[src/hw/gmux_regs.svh]
// Register offsets, field codes and reset values of the pin mux
`ifndef GMUX_REGS_SVH
`define GMUX_REGS_SVH
`define GMUX_NPINS      9
`define GMUX_OFS_SEL    8'h00
`define GMUX_OFS_OUT    8'h04
`define GMUX_OFS_OE     8'h08
`define GMUX_OFS_IN     8'h0c
`define GMUX_OFS_SWEN   8'h10
`define GMUX_OFS_SWEVT  8'h14
`define GMUX_OFS_STRAP  8'h18
`define GMUX_OFS_PDRV   8'h1c
`define GMUX_FN_ALT1    2'h1
`define GMUX_FN_ALT2    2'h2
`define GMUX_RST_SEL    18'h00000
`define GMUX_RST_PIN    9'h000
`define GMUX_RST_NIB    4'h0
`define GMUX_STRAP_W    13
`define GMUX_STRAP_DLY  2'h3
`define GMUX_RESP_OKAY  2'h0
`define GMUX_RESP_SLVERR 2'h2
`endif

[src/hw/gmux_pkg.sv]
// Types shared by the pin mux and its bench
`include "gmux_regs.svh"
`default_nettype none
package gmux_pkg;
  typedef struct packed {
    logic        awvalid;
    logic [31:0] awaddr;
    logic        wvalid;
    logic [31:0] wdata;
    logic [3:0]  wstrb;
    logic        bready;
    logic        arvalid;
    logic [31:0] araddr;
    logic        rready;
  } gmux_axi_req_type;
  typedef struct packed {
    logic        awready;
    logic        wready;
    logic        bvalid;
    logic [1:0]  bresp;
    logic        arready;
    logic        rvalid;
    logic [31:0] rdata;
    logic [1:0]  rresp;
  } gmux_axi_rsp_type;
  typedef struct packed {
    logic [`GMUX_NPINS-1:0] o;
    logic [`GMUX_NPINS-1:0] oe;
  } gmux_pin_type;
  typedef struct packed {
    gmux_axi_rsp_type          rsp;
    logic                      aw_got;
    logic                      w_got;
    logic [31:0]               awaddr;
    logic [31:0]               wdata;
    logic [3:0]                wstrb;
    logic [2*`GMUX_NPINS-1:0]  sel;
    logic [`GMUX_NPINS-1:0]    gout;
    logic [`GMUX_NPINS-1:0]    goe;
    logic [3:0]                swo_en;
    logic [3:0]                swo_sticky;
    logic [3:0]                part_drv;
    logic [`GMUX_NPINS-1:0]    sync1;
    logic [`GMUX_NPINS-1:0]    sync2;
    logic [3:0]                prev;
    logic [`GMUX_STRAP_W-1:0]  strap_s1;
    logic [`GMUX_STRAP_W-1:0]  strap_s2;
    logic [1:0]                strap_cnt;
    logic [`GMUX_STRAP_W-1:0]  strap;
    gmux_pin_type              pins;
    logic [3:0]                part_rst_n;
    logic                      irq_n;
    logic [3:0]                swo_evt;
  } gmux_state_type;
endpackage : gmux_pkg
`default_nettype wire

[src/hw/gmux_top.sv]
// General purpose pin alternate function mux with AXI4-Lite registers
// How it works
// - Each of nine pins selects plain I/O, first or second alternate.
// - Pins 0-3 first alternate are two-way partition 0-3 resets.
// - Second alternate: pin 0 port 16 link up, pin 1 link active.
// - Second alternate: pin 2 port 4 link up, pin 3 link active.
// - Second alternate: pin 4 port 0 link up, pin 5 link active.
// - Second alternate: pin 7 port 8 link up, pin 8 link active.
// - Enabled switchover input signals an event on either edge.
// - Switchover 0..3 on pin 4 alt1, 6 alt1, 7 alt1, 6 alt2.
// - Pin 5 first alternate drives the hot-plug event output.
//
// Chosen here: the AXI4-Lite slave port and the register addresses.
`include "gmux_regs.svh"
`default_nettype none
module gmux_top #(
  parameter int NUM_PINS = `GMUX_NPINS
) (
  // Clock and fundamental reset
  input  wire logic                     aclk,
  input  wire logic                     aresetn,
  // Register bus
  input  wire gmux_pkg::gmux_axi_req_type axi_req,
  output var  gmux_pkg::gmux_axi_rsp_type axi_rsp,
  // Pins
  input  wire logic [NUM_PINS-1:0]      gpio_i,
  output var  gmux_pkg::gmux_pin_type   gpio_pin,
  // Core side, index 0..3 = ports 16, 4, 0, 8
  input  wire logic [3:0]               link_up,
  input  wire logic [3:0]               link_active,
  input  wire logic                     hotplug_event,
  output logic [3:0]                    partition_reset_n,
  output logic [3:0]                    switchover_event,
  output logic                          expander_irq_n,
  // Straps
  input  wire logic [4:0]               stack2_config_strap,
  input  wire logic [4:0]               stack3_config_strap,
  input  wire logic [1:0]               port_clocking_select,
  input  wire logic                     refclk_freq_select,
  output logic [4:0]                    stack2_cfg,
  output logic [4:0]                    stack3_cfg,
  output logic [1:0]                    port_clk_mode,
  output logic                          refclk_sel
);
  if (NUM_PINS != `GMUX_NPINS) begin : g_chk
    $error("gmux_top: pin mapping is fixed at nine pins");
  end

  gmux_pkg::gmux_state_type st_ff;
  gmux_pkg::gmux_state_type nxt_st;

  logic                    aw_hs;
  logic                    w_hs;
  logic                    ar_hs;
  logic [31:0]             waddr;
  logic [31:0]             wdat;
  logic [31:0]             wm;
  logic [31:0]             rd;
  logic                    rok;
  logic                    wok;
  logic [1:0]              fn;
  logic [NUM_PINS-1:0]     stat;
  logic [3:0]              lvl;
  logic [3:0]              swsel;
  logic [3:0]              clr;

  always_comb begin : comb
    nxt_st = st_ff;
    // Status levels, driven low while true
    // active low status
    stat = {link_active[3], link_up[3], 1'b0, link_active[2],
            link_up[2], link_active[1], link_up[1], link_active[0],
            link_up[0]};
    // Pins are asynchronous: two flops before any use
    nxt_st.sync1    = gpio_i;
    nxt_st.sync2    = st_ff.sync1;
    nxt_st.strap_s1 = {refclk_freq_select, port_clocking_select,
                       stack3_config_strap, stack2_config_strap};
    nxt_st.strap_s2 = st_ff.strap_s1;
    // straps sampled once, after the synchroniser has filled
    if (st_ff.strap_cnt != `GMUX_STRAP_DLY) begin
      nxt_st.strap_cnt = st_ff.strap_cnt + 2'h1;
      if (st_ff.strap_cnt + 2'h1 == `GMUX_STRAP_DLY) begin
        nxt_st.strap = st_ff.strap_s2;
      end
    end
    for (int i = 0; i < NUM_PINS; i++) begin
      fn = st_ff.sel[2*i +: 2];
      nxt_st.pins.o[i]  = st_ff.gout[i];
      nxt_st.pins.oe[i] = st_ff.goe[i];
      if (fn == `GMUX_FN_ALT1) begin
        nxt_st.pins.o[i]  = 1'b0;
        nxt_st.pins.oe[i] = 1'b0;
        if (i < 4) begin
          nxt_st.pins.oe[i] = st_ff.part_drv[i];
        end else if (i == 5) begin
          nxt_st.pins.o[i]  = ~hotplug_event;
          nxt_st.pins.oe[i] = 1'b1;
        end
      end else if (fn == `GMUX_FN_ALT2) begin
        nxt_st.pins.o[i]  = ~stat[i];
        nxt_st.pins.oe[i] = (i != 6);
      end
    end
    // partition reset seen from the pin
    for (int k = 0; k < 4; k++) begin
      nxt_st.part_rst_n[k] = !(st_ff.sel[2*k +: 2] == `GMUX_FN_ALT1
                               && !st_ff.sync2[k]);
    end
    // expander interrupt passes only in its function
    nxt_st.irq_n = (st_ff.sel[17:16] == `GMUX_FN_ALT1) ? st_ff.sync2[8]
                                                       : 1'b1;
    lvl   = {st_ff.sync2[6], st_ff.sync2[7], st_ff.sync2[6],
             st_ff.sync2[4]};
    swsel = {st_ff.sel[13:12] == `GMUX_FN_ALT2,
             st_ff.sel[15:14] == `GMUX_FN_ALT1,
             st_ff.sel[13:12] == `GMUX_FN_ALT1,
             st_ff.sel[9:8]   == `GMUX_FN_ALT1};
    // Tracking all lines avoids a false edge when a pin is selected
    nxt_st.prev = lvl;
    nxt_st.swo_evt = swsel & st_ff.swo_en & (lvl ^ st_ff.prev);
    // Write channel
    aw_hs = axi_req.awvalid & st_ff.rsp.awready;
    w_hs  = axi_req.wvalid & st_ff.rsp.wready;
    waddr = aw_hs ? axi_req.awaddr : st_ff.awaddr;
    wdat  = w_hs ? axi_req.wdata : st_ff.wdata;
    wm    = w_hs ? {{8{axi_req.wstrb[3]}}, {8{axi_req.wstrb[2]}},
                    {8{axi_req.wstrb[1]}}, {8{axi_req.wstrb[0]}}}
                 : {{8{st_ff.wstrb[3]}}, {8{st_ff.wstrb[2]}},
                    {8{st_ff.wstrb[1]}}, {8{st_ff.wstrb[0]}}};
    wdat  = wdat & wm;
    if (aw_hs) begin
      nxt_st.aw_got = 1'b1;
      nxt_st.awaddr = axi_req.awaddr;
    end
    if (w_hs) begin
      nxt_st.w_got = 1'b1;
      nxt_st.wdata = axi_req.wdata;
      nxt_st.wstrb = axi_req.wstrb;
    end
    if (st_ff.rsp.bvalid && axi_req.bready) begin
      nxt_st.rsp.bvalid = 1'b0;
    end
    clr = 4'h0;
    wok = 1'b0;
    if ((st_ff.aw_got | aw_hs) && (st_ff.w_got | w_hs)
        && !st_ff.rsp.bvalid) begin
      nxt_st.aw_got     = 1'b0;
      nxt_st.w_got      = 1'b0;
      nxt_st.rsp.bvalid = 1'b1;
      wok = (waddr[31:8] == 24'h0) && (waddr[1:0] == 2'h0);
      case (waddr[7:0])
        `GMUX_OFS_SEL:
          nxt_st.sel = (st_ff.sel & ~wm[17:0]) | wdat[17:0];
        `GMUX_OFS_OUT:
          nxt_st.gout = (st_ff.gout & ~wm[8:0]) | wdat[8:0];
        `GMUX_OFS_OE:
          nxt_st.goe = (st_ff.goe & ~wm[8:0]) | wdat[8:0];
        `GMUX_OFS_SWEN:
          nxt_st.swo_en = (st_ff.swo_en & ~wm[3:0]) | wdat[3:0];
        `GMUX_OFS_SWEVT:
          clr = wdat[3:0];
        `GMUX_OFS_PDRV:
          nxt_st.part_drv = (st_ff.part_drv & ~wm[3:0]) | wdat[3:0];
        `GMUX_OFS_IN, `GMUX_OFS_STRAP: ;
        default:
          wok = 1'b0;
      endcase
      if (!wok) begin
        nxt_st.sel      = st_ff.sel;
        nxt_st.gout     = st_ff.gout;
        nxt_st.goe      = st_ff.goe;
        nxt_st.swo_en   = st_ff.swo_en;
        nxt_st.part_drv = st_ff.part_drv;
        clr             = 4'h0;
      end
      nxt_st.rsp.bresp = wok ? `GMUX_RESP_OKAY : `GMUX_RESP_SLVERR;
    end
    // A new event wins over a clear in the same cycle
    nxt_st.swo_sticky = (st_ff.swo_sticky & ~clr) | nxt_st.swo_evt;
    nxt_st.rsp.awready = !nxt_st.aw_got && !nxt_st.rsp.bvalid;
    nxt_st.rsp.wready  = !nxt_st.w_got && !nxt_st.rsp.bvalid;
    // Read channel
    ar_hs = axi_req.arvalid & st_ff.rsp.arready;
    rok   = (axi_req.araddr[31:8] == 24'h0)
            && (axi_req.araddr[1:0] == 2'h0);
    rd    = 32'h0;
    case (axi_req.araddr[7:0])
      `GMUX_OFS_SEL:   rd[17:0] = st_ff.sel;
      `GMUX_OFS_OUT:   rd[8:0]  = st_ff.gout;
      `GMUX_OFS_OE:    rd[8:0]  = st_ff.goe;
      `GMUX_OFS_IN:    rd[8:0]  = st_ff.sync2;
      `GMUX_OFS_SWEN:  rd[3:0]  = st_ff.swo_en;
      `GMUX_OFS_SWEVT: rd[3:0]  = st_ff.swo_sticky;
      `GMUX_OFS_STRAP: rd[12:0] = st_ff.strap;
      `GMUX_OFS_PDRV:  rd[3:0]  = st_ff.part_drv;
      default:         rok      = 1'b0;
    endcase
    if (st_ff.rsp.rvalid && axi_req.rready) begin
      nxt_st.rsp.rvalid = 1'b0;
    end
    if (ar_hs) begin
      nxt_st.rsp.rvalid = 1'b1;
      nxt_st.rsp.rdata  = rok ? rd : 32'h0;
      nxt_st.rsp.rresp  = rok ? `GMUX_RESP_OKAY : `GMUX_RESP_SLVERR;
    end
    nxt_st.rsp.arready = !nxt_st.rsp.rvalid;
  end

  always_ff @(posedge aclk) begin : regs
    if (!aresetn) begin
      st_ff             <= '0;
      st_ff.rsp.awready <= 1'b1;
      st_ff.rsp.wready  <= 1'b1;
      st_ff.rsp.arready <= 1'b1;
      st_ff.sel         <= `GMUX_RST_SEL;
      st_ff.gout        <= `GMUX_RST_PIN;
      st_ff.goe         <= `GMUX_RST_PIN;
      st_ff.part_rst_n  <= 4'hf;
      st_ff.irq_n       <= 1'b1;
      st_ff.swo_en      <= `GMUX_RST_NIB;
      // Pins idle high on their pull-ups; starting there avoids a false edge
      st_ff.sync1       <= '1;
      st_ff.sync2       <= '1;
      st_ff.prev        <= '1;
    end else begin
      st_ff <= nxt_st;
    end
  end

  assign axi_rsp           = st_ff.rsp;
  assign gpio_pin          = st_ff.pins;
  assign partition_reset_n = st_ff.part_rst_n;
  assign switchover_event  = st_ff.swo_evt;
  assign expander_irq_n    = st_ff.irq_n;
  assign stack2_cfg        = st_ff.strap[4:0];
  assign stack3_cfg        = st_ff.strap[9:5];
  assign port_clk_mode     = st_ff.strap[11:10];
  assign refclk_sel        = st_ff.strap[12];
endmodule // gmux_top
`default_nettype wire

[config.mk]
export PLATFORM = sky130hd
export DESIGN_NAME = gmux_top
export DESIGN_NICKNAME = d
export VERILOG_FILES = /design/src/hw/gmux_pkg.sv /design/src/hw/gmux_top.sv
export VERILOG_INCLUDE_DIRS = /design/src /design/src/hw
export SDC_FILE = /design/constraint.sdc
export NUM_CORES = 1
export LEC_CHECK = 0
export BUFFER_PORTS_ARGS = -buffer_cell sky130_fd_sc_hd__clkbuf_2
export CORE_MARGIN = 2
export CORE_UTILIZATION = 29
export DETAILED_ROUTE_END_ITERATION = 6
export GPL_TIMING_DRIVEN = 0
export MAX_ROUTING_LAYER = met4
export PLACE_DENSITY = 0.53
export SYNTH_ARGS = -nofsm -noshare
export SYNTH_HDL_FRONTEND = slang
export SYNTH_SLANG_ARGS = --single-unit
export TNS_END_PERCENT = 100
[constraint.sdc]
create_clock -name aclk -period 3.4 [get_ports aclk]
set_clock_uncertainty 0.15 [all_clocks]
set_input_delay 0 -clock aclk [delete_from_list [all_inputs] [get_ports aclk]]
set_output_delay 0 -clock aclk [all_outputs]
set_load 0.005 [all_outputs]
=== Word-level counts from Yosys, hierarchy flattened ===
Cells that the tools add are included.

* Word-level logic and storage cells: 208
* Register bits after elaboration: 234
* Bits of input ports: 138

* Add/subtract/negate cells: 1
* Eq/ne operators: 34
* Bitwise operators: 35
* Reductions and logical operators: 49
* Mux-type cells: 46

{| class="wikitable"
|+ Operators by type and width
! cell !! number
|-
| 8-bit by 5-bit equality test with 1-bit output (second input constant) || 8
|-
| 18-bit two-way mux || 3
|-
| 24-bit zero test || 2
|-
| 18-bit bitwise AND || 2
|-
| 35-bit two-way mux || 1
|-
| 8-bit by 4-bit equality test with 1-bit output (second input constant) || 4
|-
| 32-bit two-way mux || 1
|-
| 4-bit one-hot mux with 8 select lines || 1
|-
| 1-bit two-way mux || 30
|-
| 5-bit one-hot mux with 5 select lines || 1
|-
| 4-bit bitwise AND || 5
|-
| 2-bit equality test (second input constant) || 10
|-
| 9-bit bitwise AND || 2
|-
| 2-bit by 1-bit equality test with 1-bit output (second input constant) || 9
|-
| 18-bit inverter || 1
|-
| 18-bit OR || 1
|-
| 9-bit OR || 2
|-
| 8-bit by 3-bit equality test with 1-bit output (second input constant) || 2
|-
| 8-bit zero test || 2
|-
| 2-bit OR reduction || 8
|-
| 8-bit OR reduction || 2
|-
| 3-bit AND reduction || 5
|-
| 1-bit zero test || 13
|-
| 1-bit logical AND || 12
|-
| 17 further kinds || 38
|}

=== Longest topological paths before layout ===
Gate-level depths: netlist (run 1).

* Word-level depth: 11
* Mapped depth: 7
* Mapped depth without buffers: 5

=== Worst setup path after synthesis (run 1) ===
No wires, ideal clock.

* Kind: reg-to-reg
* Start: reg st_ff, in the netlist axi_rsp[40]
* End: reg (tool-made name)
* Arrival: 1.636 ns
* Data required time: 3.127 ns
* Cell stages (with the launch flop): 7
* Library setup time: 0.123 ns
* Slack: 1.491 ns
* Cell sequence: dfxtp_1 and2_1 buf_4 nand2_1 a211oi_2 nand4_4 mux2_1

{| class="wikitable"
|+ RTL lines
! item !! line !! source
|-
| start: declaration || gmux_top.sv:49 || <nowiki>gmux_pkg::gmux_state_type st_ff;</nowiki>
|-
| start signal: assignment || gmux_top.sv:227 || <nowiki>st_ff <= nxt_st;</nowiki>
|}

=== Worst setup path after layout (run 1) ===
* Start: in axi_req[27] in the netlist's numbering
* End: reg st_ff, in the netlist axi_rsp[15]

* Cells in the longest elaborated chain, start to end: 4

{| class="wikitable"
|+ Ends and longest elaborated chain
! item !! line !! source
|-
| start: declaration || gmux_top.sv:23 || <nowiki>input wire gmux_pkg::gmux_axi_req_type axi_req,</nowiki>
|-
| 24-bit zero test || gmux_top.sv:185 || <nowiki>rok = (axi_req.araddr[31:8] == 24'h0)</nowiki>
|-
| 1-bit logical AND || gmux_top.sv:186 || <nowiki>&& (axi_req.araddr[1:0] == 2'h0);</nowiki>
|-
| 1-bit two-way mux || gmux_top.sv:188 || <nowiki>case (axi_req.araddr[7:0])</nowiki>
|-
| 18-bit two-way mux || gmux_top.sv:204 || <nowiki>nxt_st.rsp.rdata = rok ? rd : 32'h0;</nowiki>
|}

Every way passes these cells.
A chain may end at the register's enable or synchronous reset.

==> key figures, run 1 <==
Outcome
  • Status: complete, no violations

Timing
  • Pins Over Slew Limit: 0
  • Setup ws final: 0.371 ns
  • RSZ-0062 raised after global routing: no
  • Maximum clock rate: 330 MHz
  • Period minus WS final: 3.03 ns
  • Max-slew headroom: 37.8%
  • Final hold vios: 0
  • TNS Setup: 0 ns
  • Endpoints failing setup: 0
  • Fin Hold WS: 0.0524 ns
  • Final cycle utilization of the critical path: 89.1%
  • Tightest Pin Transition: 0.921 ns

Critical path
  • Crit path max fanout: 2
  • RR Endpoint: axi_rsp[4]
  • CP endpoint kind: flop
  • R2r startpoint: axi_rsp[35]
  • CP Class: primary input to flop
  • Worst EP arrival: 3.34 ns
  • Critical Path RT: 3.71 ns
  • Crit start category: primary input
  • R2R setup slack: 0.77 ns
  • Worst reg2reg path depth: 6

Global route
  • Total grt overflow: 0
  • Overall routing resource usage: 16.7%
  • Vias in the first global route: 7337
  • Initial antenna violation count: 0
  • Global-route wire length before repair: 41600 um
  • Largest net degree at the start of global routing: 14

Logic synthesis
  • Distinct cells, synth: 57
  • Post-synthesis sequential area ratio: 48.0%
  • Flops & latches, synth: 217
  • Cell Area, Synth: 9060 um2
  • Async SR Flop Fraction: 0%
  • Top-count cell post-synth: dfxtp_1
  • Top area cells in the synthesized netlist: dfxtp_1 (48%), mux2i_1 (7.7%), buf_4 (6.9%), nand2_1 (5.0%), a21boi_0 (3.3%)
  • Post-synth EDFFs: 0
  • Yosys top cell area share: 48.0%
  • Ys flop type: dfxtp_1
  • Synth area leader: dfxtp_1
  • Post-Syn Instances: 935
  • Syn avg cell area: 9.69 um2
  • Yosys warnings: 0
  • Top cells by count, synth: dfxtp_1 (217), nand2_1 (121), buf_4 (83)

Placed design
  • Detailed Place HPWL: 19900 um
  • Placed Cells incl. Taps: 1531
  • Post-DP Area: 10500 um2
  • GP Congestion: 0.811
  • Post-Place Setup Slack: 0.930 ns
  • Port Buffers: 185

Clock tree
  • Clk buf depth: 3
  • Clock-pin slew on the worst setup and hold paths: 0.06 ns
  • Later-pin clock latency in the skew report: 0.54 ns
  • CTS root buf: clkbuf_16
  • H-tree depth: 1
  • Post-CTS setup buffers: 0
  • TritonCTS Buffers: 26
  • Clk sinks: 217
  • CTS tree: built

Floorplanning
  • Core ar.: 30700 um2
  • Die height: 181 um
  • Die Span X: 181 um
  • Num rows: 64
  • Die Area: 32700 um2
  • # IOs: 219
  • Initial Utilization: 29.5%

Routing
  • Post-route ant nets: 0
  • Routed len/inst: 16.2 um
  • Drt first pass iters: 4
  • Final WL: 27300 um
  • Vias/cell: 4.45
  • DRT iter0 DRCs: 409
  • Via count: 7505
  • # DRC: 0

Hold path
  • Worst hold path depth: 3
  • Hold Path Origin: port_clocking_select[1]
  • Hold Crit Class: primary input to flop
  • Min-Delay Endpoint: nxt_st[53]

Cells and area
  • Final Util: 40.6%
  • Non-filler cells, final: 1686
  • Final instance area: 12400 um2
  • Share of cells above drive strength 1: 26.6%
  • Nets@finish: 1409
  • Layout area overhead: 37.4%

Run
  • Max cap viols: 0

Pwr
  • Static leakage: 5.39 nW
  • Worst vdd ir: 0.308 mV
  • Power per Cell Area: 496 nW/um2
  • Power Total: 6.18 mW
cell usage in the layout (no fill, tap or decap), types with 8 or more instances in the layout:
cell           instances
dfxtp_1              217
clkbuf_2             185
nand2_1              121
dlygate4sd3_1        105
buf_4                 83
mux2i_1               70
and2_1                45
nand2b_1              43
a21boi_0              40
clkbuf_1              37
nor2b_1               35
clkbuf_16             26
inv_1                 25
a21oi_1               25
o21ai_0               22
nor4_1                19
conb_1                16
nor2_1                15
nand3_1               15
xnor2_1                9
nor3b_1                9
o221a_1                8
repair_timing:
action	4_1_cts	5_1_grt
hold buffers	106	0
hold endpoints to repair	154	0
resized for setup	0	1
setup endpoints to repair	0	7
per-layer routing:
| layer | GRT usage, % | up-vias | routed length [um] |
|---|---|---|---|
| li1 | - | 3763 | - |
| met1 | 22.0 | 3524 | 13000 |
| met2 | 27.0 | 179 | 12600 |
| met3 | 2.12 | 39 | 1140 |
| met4 | 4.39 | 0 | 563 |
| met5 | - | - | 0 |
worst max-delay path, stage by stage:
cell and delay, ns:
dlygate4sd3_1 0.54, clkbuf_2 0.11, nor4_1 0.23, dlygate4sd3_1 0.58, nand3_1 0.14, dlygate4sd3_1 0.66, nor4_4 0.24, dlygate4sd3_1 0.63
a22oi_1 0.08, nor2b_1 0.13
cell type report:
type | instances | area (um2)
Sequential cell | 217 | 4340
Buffer | 124 | 785
Timing Repair Buffer | 291 | 1990
Fill cell | 3124 | 18200
Antenna cell | 1 | 2.50
Inverter | 25 | 93.8
Multi-Input combinational cell | 584 | 3890
Tap cell | 396 | 495
Clock buffer | 34 | 721
Clock inverter | 14 | 119
worst max path at each step:
stage	depth (start not counted)	slack, ns	end	from
6_report	10	0.37	axi_rsp[15]	axi_req[27]
5_1_grt	9	0.18	axi_rsp[4]	axi_req[19]
4_1_cts	10	0.14	axi_rsp[14]	axi_req[27]
3_5_place_dp	7	0.93	flop	axi_rsp[40]
3_3_place_gp	5	0.92	gpio_pin[6]	aresetn
2_1_floorplan	6	1.49	flop	axi_rsp[40]
logic make-up after synthesis:
logic type | after synthesis | share of synthesized area [%]
AO/OA/AOI/OAI | 131 | 10.2
multiplexers | 86 | 10.3
AND/OR/NAND/NOR | 340 | 20.6
flip-flops | 217 | 48.0
adder cells (fa/ha/maj) | 2 | 0.276
buffers and inverters | 149 | 9.70
other | 1 | 0.0414
XOR/XNOR | 9 | 0.870
power breakdown:
part | switching, mW | internal (mW)
combinational | 0.396 | 0.366
sequential | 0.0629 | 2.66
clock | 1.12 | 1.57
(Power assumes the default switching activity.)
==> run 2: changes to the inputs <==
--- a/config.mk
+++ b/config.mk
@@ -8,11 +8,11 @@
 export LEC_CHECK = 0
 export BUFFER_PORTS_ARGS = -buffer_cell sky130_fd_sc_hd__clkbuf_2
 export CORE_MARGIN = 2
-export CORE_UTILIZATION = 29
+export CORE_UTILIZATION = 45
 export DETAILED_ROUTE_END_ITERATION = 6
 export GPL_TIMING_DRIVEN = 0
 export MAX_ROUTING_LAYER = met4
-export PLACE_DENSITY = 0.53
+export PLACE_DENSITY = 0.73
 export SYNTH_ARGS = -nofsm -noshare
 export SYNTH_HDL_FRONTEND = slang
 export SYNTH_SLANG_ARGS = --single-unit
==> key figures, run 2 (same netlist as run 1, synthesis figures left out) <==
Clock tree
  • H-tree depth: 1 (unchanged)
  • CTS tree: built (unchanged)
  • Clock-pin slew on the worst setup and hold paths: 0.07 ns (was 0.06 ns)
  • Post-CTS setup buffers: 0 (unchanged)
  • Clk buf depth: 3 (unchanged)
  • TritonCTS Buffers: 22 (was 26)
  • Later-pin clock latency in the skew report: 0.52 ns (was 0.54 ns)
  • Clk sinks: 217 (unchanged)
  • CTS root buf: clkbuf_16 (unchanged)

Routing
  • # DRC: 0 (unchanged)
  • Vias/cell: 5.01 (was 4.45)
  • Max layer used: met4 (unchanged)
  • Routed length on met3: 1670 um (was 1140 um)
  • Via count: 7737 (was 7505)
  • Wire length on met2: 11900 um (was 12600 um)
  • Post-route ant nets: 0 (unchanged)
  • DRT iter0 DRCs: 589 (was 409)
  • Routed len/inst: 16.3 um (was 16.2 um)
  • Met1 wire length: 10700 um (was 13000 um)
  • Final WL: 25100 um (was 27300 um)
  • Drt first pass iters: 5 (was 4)

Critical path
  • Worst EP arrival: 3.34 ns (about the same)
  • CP endpoint kind: flop (unchanged)
  • Worst setup endpoint: axi_rsp[4] (was axi_rsp[15])
  • Worst reg2reg path depth: 6 (unchanged)
  • CP Class: primary input to flop (unchanged)
  • Crit path max fanout: 9 (was 2)
  • CP startpoint: axi_req[19] (was axi_req[27])
  • R2r startpoint: axi_rsp[35] (unchanged)
  • Critical Path RT: 3.70 ns (was 3.71 ns)
  • Crit start category: primary input (unchanged)
  • R2R setup slack: 0.86 ns (was 0.77 ns)
  • RR Endpoint: axi_rsp[4] (unchanged)

Run
  • Max cap viols: 0 (unchanged)

Timing
  • Period minus WS final: 3.04 ns (was 3.03 ns)
  • Max-slew headroom: 41.5% (was 37.8%)
  • Tightest Pin Transition: 0.877 ns (was 0.921 ns)
  • Pins Over Slew Limit: 0 (unchanged)
  • Endpoints failing setup: 0 (unchanged)
  • RSZ-0062 raised after global routing: no (unchanged)
  • Final hold vios: 0 (unchanged)
  • TNS Setup: 0 ns (unchanged)
  • Maximum clock rate: 329 MHz (was 330 MHz)
  • Final cycle utilization of the critical path: 89.4% (was 89.1%)

Pwr
  • Clock share of power: 42.0% (was 43.6%)
  • Power per Cell Area: 493 nW/um2 (was 496 nW/um2)
  • Worst vdd ir: 0.291 mV (was 0.308 mV)
  • Sequential Power Share: 45.3% (was 44.0%)
  • Sw Share: 24.2% (was 25.6%)
  • Static leakage: 5.31 nW (was 5.39 nW)
  • Internal Power: 4.55 mW (was 4.60 mW)
  • Switching power: 1.45 mW (was 1.58 mW)
  • Logic pwr share: 12.7% (was 12.4%)

Global route
  • Vias in the first global route: 7573 (was 7337)
  • Total grt overflow: 0 (unchanged)
  • Initial antenna violation count: 0 (unchanged)
  • Largest net degree at the start of global routing: 15 (was 14)
  • Global-route wire length before repair: 39200 um (was 41600 um)
  • Overall routing resource usage: 23.6% (was 16.7%)

Hold path
  • Hold Crit Class: primary input to flop (unchanged)

Cells and area
  • Nets@finish: 1404 (was 1409)
  • Layout area overhead: 34.4% (was 37.4%)
  • Most frequent cells in the layout: dfxtp_1 (217), clkbuf_2 (185), nand2_1 (121) (unchanged)
  • Share of cells above drive strength 1: 25.9% (was 26.6%)
  • Non-filler cells, final: 1543 (was 1686)
  • N_diodes: 0 (was 1)
  • Commonest non-fill, non-tap cell in the layout: dfxtp_1 (unchanged)
  • Final Util: 62.1% (was 40.6%)
  • Fillers: 1597 (was 3124)

Placed design
  • Detailed Place HPWL: 17400 um (was 19900 um)
  • GP Congestion: 0.885 (was 0.811)
  • Port Buffers: 185 (unchanged)
  • Placed Cells incl. Taps: 1400 (was 1531)

Floorplanning
  • Initial Utilization: 46.2% (was 29.5%)
  • Die Area: 21300 um2 (was 32700 um2)
  • Die height: 146 um (was 181 um)
  • Die Span X: 146 um (was 181 um)
  • Num rows: 51 (was 64)
  • # IOs: 219 (unchanged)
  • Core ar.: 19600 um2 (was 30700 um2)

Outcome
  • Status: complete, no violations (unchanged)
run 2: cell count changes in the layout (fill, tap and decap cells not counted):
cell	before	now
clkbuf_8	4	1
clkinv_4	0	1
diode_2	1	0
dlymetal6s4s_1	1	0
clkbuf_16	26	22
clkinvlp_4	5	1
clkbuf_1	37	39
clkinv_2	7	2
bufinv_16	1	4
run 2: how the worst min path moves through the flow:
stage	start	endpoint	slack, ns	cells after the start
2_1_floorplan	gpio_i[0]	nxt_st[72]	-0.05	1
3_3_place_gp	gpio_i[0]	nxt_st[72]	0.03	2
3_5_place_dp	gpio_i[5]	nxt_st[77]	0.04	2
4_1_cts	axi_req[25]	axi_rsp[11]	0.02	6
5_1_grt	axi_req[22]	axi_rsp[11]	0.04	6
6_report	axi_req[22]	axi_rsp[11]	0.03	6
run 2: layer usage:
| metal | global-route usage [%] | vias up |
|---|---|---|
| met5 | - | - |
| li1 | - | 3762 |
| met3 | 3.04 | 70 |
| met1 | 29.9 | 3586 |
| met4 | 8.92 | 0 |
| met2 | 38.7 | 319 |
run 2: layout make-up:
| cell class | count | area (um2) | area share (%) |
|---|---|---|---|
| multi-input combinational | 584 | 3890 | 32.0 |
| clock buffer | 29 | 587 | 4.82 |
| sequential | 217 | 4340 | 35.7 |
| clock inverter | 9 | 163 | 1.34 |
| timing repair buffer | 290 | 1980 | 16.2 |
| inverter | 25 | 93.8 | 0.771 |
| tap | 265 | 332 | 2.72 |
| buffer | 124 | 785 | 6.45 |
run 2: worst max-delay path: stages:
cell	delay, ns
dlygate4sd3_1	0.56
clkbuf_2	0.12
nor4_1	0.23
dlygate4sd3_1	0.60
nand4_1	0.14
nor2_1	0.40
nand3_1	0.38
o31ai_1	0.34
dlygate4sd3_1	0.57
run 2: stage by stage:
stage          hold WS (ns)  power [mW]  instance area [um2]  worst slack, ns
2_1_floorplan       -0.0485        3.20                 9110             1.49
6_report             0.0268        6.00                12200            0.362
5_1_grt              0.0437        6.22                12200            0.225
4_1_cts              0.0212        6.01                12200           0.0780
3_5_place_dp         0.0394        3.43                10400             1.06
3_3_place_gp         0.0337        3.41                10400             1.10
run 2: timing repair:
item / CTS / global route
hold buffers: 106 / 0
resized for setup: 0 / 0
endpoints found under the hold margin: 153 / 0
setup endpoints to repair: 0 / 8
run 2: power groups by stage:
stage                     Combinational [mW]  Clock (mW)  Sequential, mW
final                                  0.760        2.52            2.72
after global routing                   0.831        2.66            2.73
after CTS                              0.748        2.55            2.72
after detailed placement               0.654           0            2.77
after global placement                 0.644           0            2.77
after floorplan                        0.441           0            2.76
